[src/pkg/amd_pkg.sv]
// Package for the addressing-mode and instruction-class decoder
package amd_pkg;

  // ----------------------------------------------------------------
  // Operand addressing modes (hex codes written out)
  // ----------------------------------------------------------------
  typedef enum logic [2:0] {
    AMD_M_INH = 3'h0,  // No operand byte, no address
    AMD_M_IMM = 3'h1,  // Literal data byte
    AMD_M_DIR = 3'h2,  // Low address byte, page zero
    AMD_M_EXT = 3'h3,  // Full 16-bit address
    AMD_M_IX  = 3'h4,  // Index register only
    AMD_M_IX1 = 3'h5,  // Index plus 8-bit offset
    AMD_M_IX2 = 3'h6,  // Index plus 16-bit offset
    AMD_M_REL = 3'h7   // Signed branch offset
  } amd_mode_t;

  // ----------------------------------------------------------------
  // Instruction classes
  // ----------------------------------------------------------------
  typedef enum logic [2:0] {
    AMD_C_REGMEM = 3'h0,  // Register/memory
    AMD_C_RMW    = 3'h1,  // Read-modify-write
    AMD_C_JMPBR  = 3'h2,  // Jump/branch
    AMD_C_BIT    = 3'h3,  // Bit manipulation
    AMD_C_CTRL   = 3'h4   // Control
  } amd_class_t;

  // ----------------------------------------------------------------
  // Fetch sequencer states
  // ----------------------------------------------------------------
  typedef enum logic [1:0] {
    AMD_S_OPC = 2'h0,  // Waiting for an opcode byte
    AMD_S_B1  = 2'h1,  // Waiting for first operand byte
    AMD_S_B2  = 2'h2   // Waiting for second operand byte
  } amd_state_t;

  // ----------------------------------------------------------------
  // Opcode map fields and fixed values
  // ----------------------------------------------------------------
  localparam logic [3:0] AMD_HI_BITBR = 4'h0;  // Bit test and branch row
  localparam logic [3:0] AMD_HI_BITSC = 4'h1;  // Bit set/clear row
  localparam logic [3:0] AMD_HI_REL = 4'h2;  // Relative branch row
  localparam logic [3:0] AMD_HI_IMM = 4'hA;  // Immediate row
  localparam logic [3:0] AMD_LO_STA = 4'h7;  // Store accumulator column
  localparam logic [3:0] AMD_LO_STX = 4'hF;  // Store index column
  localparam logic [3:0] AMD_LO_JMP = 4'hC;  // Jump column
  localparam logic [3:0] AMD_LO_JSR = 4'hD;  // Jump to subroutine column
  localparam logic [3:0] AMD_LO_TST = 4'hD;  // Test negative/zero column
  localparam logic [7:0] AMD_OP_MUL = 8'h42;  // Multiply opcode
  localparam logic [7:0] AMD_OP_BSR = 8'hAD;  // Branch to subroutine
  localparam logic [7:0] AMD_ZERO_HI = 8'h00;  // Forced high address byte
  localparam logic [15:0] AMD_IX1_MAX = 16'h01FE;  // Top of 8-bit indexed span
  localparam logic [1:0] AMD_LEN_1 = 2'h1;  // One-byte instruction
  localparam logic [1:0] AMD_LEN_2 = 2'h2;  // Two-byte instruction
  localparam logic [1:0] AMD_LEN_3 = 2'h3;  // Three-byte instruction

  // ----------------------------------------------------------------
  // Decoded instruction as handed to the execution logic
  // ----------------------------------------------------------------
  typedef struct packed {
    logic [7:0] opcode;     // Opcode byte
    amd_mode_t mode;        // Addressing mode
    amd_class_t cls;        // Instruction class
    logic [1:0] len;        // Length in bytes
    logic [15:0] ea;        // Effective operand address
    logic ea_used;          // Memory operand address is meaningful
    logic mem_write;        // Operand is written back to memory
    logic is_branch;        // Conditional/relative branch
    logic taken;            // Branch condition was true
    logic [15:0] next_pc;   // Address of next instruction to fetch
    logic [15:0] opc_pc;    // Address of the opcode byte
  } amd_info_t;

endpackage

[src/verilog/amd_decode.sv]
// Addressing-mode decoder and effective address generator
// Contract
// - Exactly eight operand addressing modes supported
// - Inherent: one byte, no address
// - Immediate: two bytes, literal data, no address
// - Direct: two bytes, high address byte zero
// - Bit branches: three bytes, direct plus relative
// - Extended: three bytes, high then low
// - Indexed no offset: one byte, page zero
// - Indexed 8-bit: index plus offset, untruncated
// - Indexed 16-bit: three bytes, high offset first
// - Relative only for branches, taken adds offset
// - Offset sign-extended, from next instruction address
// - Every instruction gets one of five classes
// - Register/memory takes second operand from memory
// - Register/memory class holds the fifteen listed operations
// - Read-modify-write writes back, except test_negative_zero and the inherent register forms
`timescale 1ns/1ps
`default_nettype none

module amd_decode (
  input wire logic clk_i,
  input wire logic arst_n_i,
  input wire logic byte_vld_i,
  input wire logic [7:0] byte_i,
  input wire logic [15:0] pc_i,
  input wire logic [7:0] idx_i,
  input wire logic cond_i,
  output logic busy_o,
  output logic done_o,
  output var amd_pkg::amd_info_t info_o
);

  // ----------------------------------------------------------------
  // State record
  // ----------------------------------------------------------------
  typedef struct packed {
    amd_pkg::amd_state_t st;  // Sequencer state
    logic [7:0] op;           // Captured opcode
    logic [7:0] b1;           // First operand byte
    logic [7:0] b2;           // Second operand byte
    logic [7:0] x;            // Index captured with the opcode
    logic [15:0] pc0;         // Opcode address
    logic busy;               // Instruction in progress
    logic done;               // One-cycle completion pulse
    amd_pkg::amd_info_t info; // Decoded result, held until next
  } amd_reg_t;

  amd_reg_t q;  // Registered state
  amd_reg_t d;  // Next state

  // ----------------------------------------------------------------
  // Opcode map decode
  // ----------------------------------------------------------------

  // Mode from the opcode row; BSR sits in the immediate row
  // eight modes from opcode
  function automatic amd_pkg::amd_mode_t mode_of(input logic [7:0] op);
    case (op[7:4])
      4'h0, 4'h1, 4'h3, 4'hB: mode_of = amd_pkg::AMD_M_DIR;
      4'h2: mode_of = amd_pkg::AMD_M_REL;
      4'h4, 4'h5, 4'h8, 4'h9: mode_of = amd_pkg::AMD_M_INH;
      4'h6, 4'hE: mode_of = amd_pkg::AMD_M_IX1;
      4'h7, 4'hF: mode_of = amd_pkg::AMD_M_IX;
      4'hA: mode_of = (op == amd_pkg::AMD_OP_BSR) ? amd_pkg::AMD_M_REL : amd_pkg::AMD_M_IMM;
      4'hC: mode_of = amd_pkg::AMD_M_EXT;
      4'hD: mode_of = amd_pkg::AMD_M_IX2;
      default: mode_of = amd_pkg::AMD_M_INH;
    endcase
  endfunction

  // Byte count; the bit-branch row adds an offset to direct
  function automatic logic [1:0] len_of(input logic [7:0] op);
    case (mode_of(op))
      amd_pkg::AMD_M_INH, amd_pkg::AMD_M_IX: len_of = amd_pkg::AMD_LEN_1;
      amd_pkg::AMD_M_EXT, amd_pkg::AMD_M_IX2: len_of = amd_pkg::AMD_LEN_3;
      amd_pkg::AMD_M_DIR: begin
        len_of = (op[7:4] == amd_pkg::AMD_HI_BITBR) ? amd_pkg::AMD_LEN_3 : amd_pkg::AMD_LEN_2;
      end
      default: len_of = amd_pkg::AMD_LEN_2;
    endcase
  endfunction

  // Class from row and column
  // five-way classification
  function automatic amd_pkg::amd_class_t class_of(input logic [7:0] op);
    case (op[7:4])
      4'h0, 4'h1: class_of = amd_pkg::AMD_C_BIT;
      4'h2: class_of = amd_pkg::AMD_C_JMPBR;
      4'h3, 4'h4, 4'h5, 4'h6, 4'h7: begin
        class_of = (op == amd_pkg::AMD_OP_MUL) ? amd_pkg::AMD_C_REGMEM : amd_pkg::AMD_C_RMW;
      end
      4'h8, 4'h9: class_of = amd_pkg::AMD_C_CTRL;
      default: begin
        // all other columns of rows A..F are register/memory
        if (op[3:0] == amd_pkg::AMD_LO_JMP || op[3:0] == amd_pkg::AMD_LO_JSR) begin
          class_of = amd_pkg::AMD_C_JMPBR;
        end else begin
          class_of = amd_pkg::AMD_C_REGMEM;
        end
      end
    endcase
  endfunction

  // ----------------------------------------------------------------
  // Result assembly once the last byte is in
  // ----------------------------------------------------------------
  function automatic amd_pkg::amd_info_t finish(input logic [7:0] op, input logic [7:0] b1,
                                                input logic [7:0] b2, input logic [7:0] x,
                                                input logic [15:0] pc0, input logic cond);
    amd_pkg::amd_info_t r;
    logic [15:0] seq_pc;
    logic [7:0] off;
    r = '0;
    r.opcode = op;
    r.mode = mode_of(op);
    r.cls = class_of(op);
    r.len = len_of(op);
    r.opc_pc = pc0;
    // Fall-through address, wrapping at the top of memory
    seq_pc = pc0 + {14'h0000, r.len};
    // Bit branches carry their offset in the third byte
    off = (op[7:4] == amd_pkg::AMD_HI_BITBR) ? b2 : b1;
    case (r.mode)
      amd_pkg::AMD_M_INH, amd_pkg::AMD_M_IMM, amd_pkg::AMD_M_REL: r.ea = 16'h0000;
      amd_pkg::AMD_M_DIR: r.ea = {amd_pkg::AMD_ZERO_HI, b1};
      amd_pkg::AMD_M_EXT: r.ea = {b1, b2};
      amd_pkg::AMD_M_IX: r.ea = {amd_pkg::AMD_ZERO_HI, x};
      amd_pkg::AMD_M_IX1: r.ea = {8'h00, x} + {8'h00, b1};
      // two-byte offset, high byte fetched first
      default: r.ea = {b1, b2} + {8'h00, x};
    endcase
    // memory operand for all addressed modes
    r.ea_used = (r.mode == amd_pkg::AMD_M_DIR) || (r.mode == amd_pkg::AMD_M_EXT) ||
                (r.mode == amd_pkg::AMD_M_IX) || (r.mode == amd_pkg::AMD_M_IX1) ||
                (r.mode == amd_pkg::AMD_M_IX2);
    // RMW write-back unless test column or register form; bit set/clear and non-immediate stores always write
    r.mem_write = ((r.cls == amd_pkg::AMD_C_RMW) && (r.mode != amd_pkg::AMD_M_INH) &&
                   (op[3:0] != amd_pkg::AMD_LO_TST)) ||
                  (op[7:4] == amd_pkg::AMD_HI_BITSC) ||
                  ((r.cls == amd_pkg::AMD_C_REGMEM) && (op[7:4] != amd_pkg::AMD_HI_IMM) &&
                   ((op[3:0] == amd_pkg::AMD_LO_STA) || (op[3:0] == amd_pkg::AMD_LO_STX)));
    // only relative-offset branches take the condition
    r.is_branch = (r.mode == amd_pkg::AMD_M_REL) || (op[7:4] == amd_pkg::AMD_HI_BITBR);
    r.taken = r.is_branch && cond;
    if (r.taken) begin
      // sign-extended offset from the following address
      r.next_pc = seq_pc + {{8{off[7]}}, off};
    end else if ((r.cls == amd_pkg::AMD_C_JMPBR) && r.ea_used) begin
      // Jumps continue at their operand address
      r.next_pc = r.ea;
    end else begin
      r.next_pc = seq_pc;
    end
    return r;
  endfunction

  // ----------------------------------------------------------------
  // Next-state logic
  // ----------------------------------------------------------------
  // Bytes are taken only on byte_vld_i; the fetch side paces the
  // sequencer, so there is no stall port of our own.
  always_comb begin
    d = q;
    d.done = 1'b0;
    case (q.st)
      amd_pkg::AMD_S_OPC: begin
        if (byte_vld_i) begin
          d.op = byte_i;
          d.pc0 = pc_i;
          d.x = idx_i;
          if (len_of(byte_i) == amd_pkg::AMD_LEN_1) begin
            d.info = finish(byte_i, 8'h00, 8'h00, idx_i, pc_i, cond_i);
            d.done = 1'b1;
          end else begin
            d.st = amd_pkg::AMD_S_B1;
            d.busy = 1'b1;
          end
        end
      end
      amd_pkg::AMD_S_B1: begin
        if (byte_vld_i) begin
          d.b1 = byte_i;
          if (len_of(q.op) == amd_pkg::AMD_LEN_2) begin
            d.info = finish(q.op, byte_i, 8'h00, q.x, q.pc0, cond_i);
            d.done = 1'b1;
            d.st = amd_pkg::AMD_S_OPC;
            d.busy = 1'b0;
          end else begin
            d.st = amd_pkg::AMD_S_B2;
          end
        end
      end
      amd_pkg::AMD_S_B2: begin
        if (byte_vld_i) begin
          d.b2 = byte_i;
          d.info = finish(q.op, q.b1, byte_i, q.x, q.pc0, cond_i);
          d.done = 1'b1;
          d.st = amd_pkg::AMD_S_OPC;
          d.busy = 1'b0;
        end
      end
      default: begin
        // Unreachable code recovers to opcode fetch
        d.st = amd_pkg::AMD_S_OPC;
        d.busy = 1'b0;
      end
    endcase
  end

  // ----------------------------------------------------------------
  // State register; reset restarts at opcode fetch
  // ----------------------------------------------------------------
  // Reset loads constants only, so no data path feeds the clear
  always_ff @(posedge clk_i or negedge arst_n_i) begin
    if (!arst_n_i) begin
      q <= '0;
    end else begin
      q <= d;
    end
  end

  // Outputs come straight from the record, so no decode glitch reaches
  // the execution side
  assign busy_o = q.busy;
  assign done_o = q.done;
  assign info_o = q.info;
endmodule

`default_nettype wire

[config.mk]
export PLATFORM = sky130hd
export DESIGN_NAME = amd_decode
export DESIGN_NICKNAME = d
export VERILOG_FILES = /design/src/pkg/amd_pkg.sv /design/src/verilog/amd_decode.sv
export SDC_FILE = /design/constraint.sdc
export NUM_CORES = 1
export LEC_CHECK = 0
export ABC_CLOCK_PERIOD_IN_PS = 8300
export BUFFER_PORTS_ARGS = -buffer_cell sky130_fd_sc_hd__buf_2
export CORE_ASPECT_RATIO = 0.7
export CORE_MARGIN = 4
export CORE_UTILIZATION = 40
export CTS_CLUSTER_DIAMETER = 30
export DETAILED_ROUTE_END_ITERATION = 12
export PLACE_DENSITY_LB_ADDON = 0.15
export SYNTH_ARGS = -nofsm -noshare
export SYNTH_HDL_FRONTEND = slang
export SYNTH_SLANG_ARGS = --single-unit
[constraint.sdc]
create_clock -name clk_i -period 8.3 [get_ports clk_i]
set_input_delay 0 -clock clk_i [delete_from_list [all_inputs] [get_ports clk_i]]
set_output_delay 0 -clock clk_i [all_outputs]
set_load 0.01 [all_outputs]
==> impl_metrics.toml <==
[timing]
min_period_over_period_pct = 54.3
setup-violations-final = 0
post-route-worst-setup-slack_ns = 3.79
clock_skew_ns = 0.0114
final_max_slew_viol_count = 0
finalSetupTns_ns = 0
hold_ws_ns = 0.0403
relSlewSlack_pct = 21.9
min_period_ns = 4.51
worstMarginPinSlew_ns = 1.17
rsz0062_at_grt = "false"
hold_violations = 0
fmax_mhz = 222

[finish]
nNetsFinal = 1257
antenna_cells = 0
final_area_sq_mm = 0.0104
nFillCells = 2368
drive_above_1_share_pct = 17.0
final_cell_mix = "nand2_1 (116), dfrtp_1 (112), buf_2 (104)"
final_common_cell = "nand2_1"
final_util_pct = 44.2
area_delta_synth_final_pct = 8.82

[cts]
ctsResizeCount = 0
cts_inserted_buffers = 9
clk_transition_reported_paths_ns = 0.08
h-tree-depth = 3
tritoncts = "done"
clock_tree.root_cell = "clkbuf_16"
hold_buffers = 26
cts_sinks = 112
clock_latency_ns = 0.38
cts_setup_buffers = 0
clk_path_buf_depth = 2

[route]
wire_per_inst_um = 22.9
drc = 0
first_iter_violations = 1071
via_per_inst = 6.05
vias = 8982
finalWirelength_um = 34000
dr.pass1.iters = 6
postRouteAntennaNets = 0

[logic_synthesis]
syn_nets = 1229
seq_area_frac_synth_pct = 29.3
ys_seq_elements = 112
ys_types = 80
syn_area_sq_mm = 0.00957
syn_area_per_cell_sq_um = 8.44
synthCells = 1134
ys_warn_count = 0
async_flop_share_pct = 100
synthFlopType = "dfrtp_1"
synth_edf_count = 0

[placement]
hpwl_um = 25400
dpl_cell_area_sq_mm = 0.00987
place_ws_ns = 3.87
routabilityCongestion = 0.963
io_buffers = 105

[global_routing]
grt_antenna_before_repair = 0
grtUsageTotal_pct = 25.8
grt_max_degree = 65
grt_pass1_wl_um = 51900
grt_pass1_vias = 8272
overflow = 0

[worst_setup_path]
worstSetupPathDepth = 17
crit_buf_inv = 1
cp_slowest_cell = "dfrtp_1"
arrival_ns = 4.77
path_class = "register to register"
worst_r2r_path_depth = 17
path_delay_family = "adder cells"
crit_path_max_incr_delay_ns = 0.50
critPathMaxFanout = 29
worst_setup_path_end_kind = "register"
cp_data_required_time_ns = 8.57
crit_chain = "buf_4 > nand2_1 > o21ai_1 > ha_1 > fa_1 > nand3_1 > xnor2_1 > ha_1 > o21a_1 > o31ai_1 > a21oi_1 > maj3_1 > a21oi_1 > xor2_1 > o22ai_1 > a221oi_2 > nor2_1"
cp-start-kind = "register"

[power]
irDropWorstVdd_v = 0.000189
leakagePower_uw = 0.00478
powerDensity_mw_per_mm2 = 480

[floorplan]
fp.dieArea_sq_mm = 0.0265
rows = 47
die_x_um = 193
io_pins = 106
core_sq_mm = 0.0236
dieHeight_um = 137
initial_core_util_pct = 40.6

[status]
status = "finished clean"

[flow_run]
max_cap_violations = 0

[hold_path]
whs_path_depth = 3
min_path_type = "input port to register"
## worst min-delay path, cell delays in order
cell and delay (ns):
buf_2 0.16, nand2_1 0.13, o21ai_0 0.09
## worst paths after layout
| kind | slack (ns) | to | from |
|---|---|---|---|
| setup / recovery | 3.79 | info_o[24] | q[114] |
| hold / removal | 0.04 | q[114] | byte_vld_i |
| setup reg to reg | 3.79 | info_o[24] | q[114] |
| hold reg to reg | 0.48 | info_o[43] | info_o[43] |
| max in group asynchronous | 6.80 | info_o[12] | arst_n_i |
| min in group asynchronous | 0.20 | info_o[64] | arst_n_i |
## state kept, by name (all words and copies together), names as in the netlist
signal  count
info_o     68
q          42
busy_o      1
done_o      1
## routing by layer
metal | up-vias | GRT usage, % | wire, um
met2 | 472 | 31.9 | 12300
met1 | 4288 | 41.9 | 17000
met3 | 34 | 9.09 | 4270
met5 | - | 0 | 0
li1 | 4188 | - | -
met4 | 0 | 4.64 | 404
## cell families (layout without fill, tap and decap cells)
family / count (synthesis) / after routing / synth area share (%)
flops: 112 / 112 / 29.3
buf+inv: 177 / 210 / 9.79
mux: 51 / 51 / 5.87
simple gates: 323 / 323 / 16.1
compound gates: 348 / 348 / 24.9
xor+xnor: 62 / 62 / 5.67
fa+ha+maj: 61 / 61 / 8.40
## synthesized netlist by cell type, drive strengths merged (13+ instances only)
library cell / instances / area, sq um
inv: 45 / 169
mux2i: 13 / 130
a21oi: 70 / 354
a31oi: 20 / 140
a221oi: 14 / 129
ha: 53 / 663
xor2: 31 / 272
nand2: 117 / 439
nor3: 20 / 105
xnor2: 31 / 272
nand3: 32 / 160
clkbuf: 55 / 206
o21ai: 89 / 449
dfrtp: 112 / 2800
buf: 77 / 562
a21o: 18 / 135
nor2: 76 / 285
mux2: 38 / 432
a222oi: 35 / 350
## through the flow
step                      power (uW)  instances
after floorplan                 3640       1134
after global placement          4450       1443
after detailed placement        4460       1443
after CTS                       4940       1485
after global routing            5440       1485
final                           5000       1485
## final cells by class
class | instances | area (sq um) | share of cell area, %
clock buffer | 12 | 256 | 2.46
multi-input combinational | 845 | 5840 | 56.1
tap | 318 | 398 | 3.82
sequential | 112 | 2800 | 26.9
timing repair buffer | 149 | 923 | 8.86
inverter | 45 | 169 | 1.62
clock inverter | 4 | 27.5 | 0.264
## report_power, final
| group | internal [uW] | total [uW] | leakage [uW] | switching (uW) |
|---|---|---|---|---|
| combinational | 1360 | 3520 | 0.00319 | 2160 |
| clock | 221 | 440 | 0.000143 | 219 |
| sequential | 774 | 1040 | 0.00145 | 263 |
Note: power is estimated with default switching activity, not from simulation.
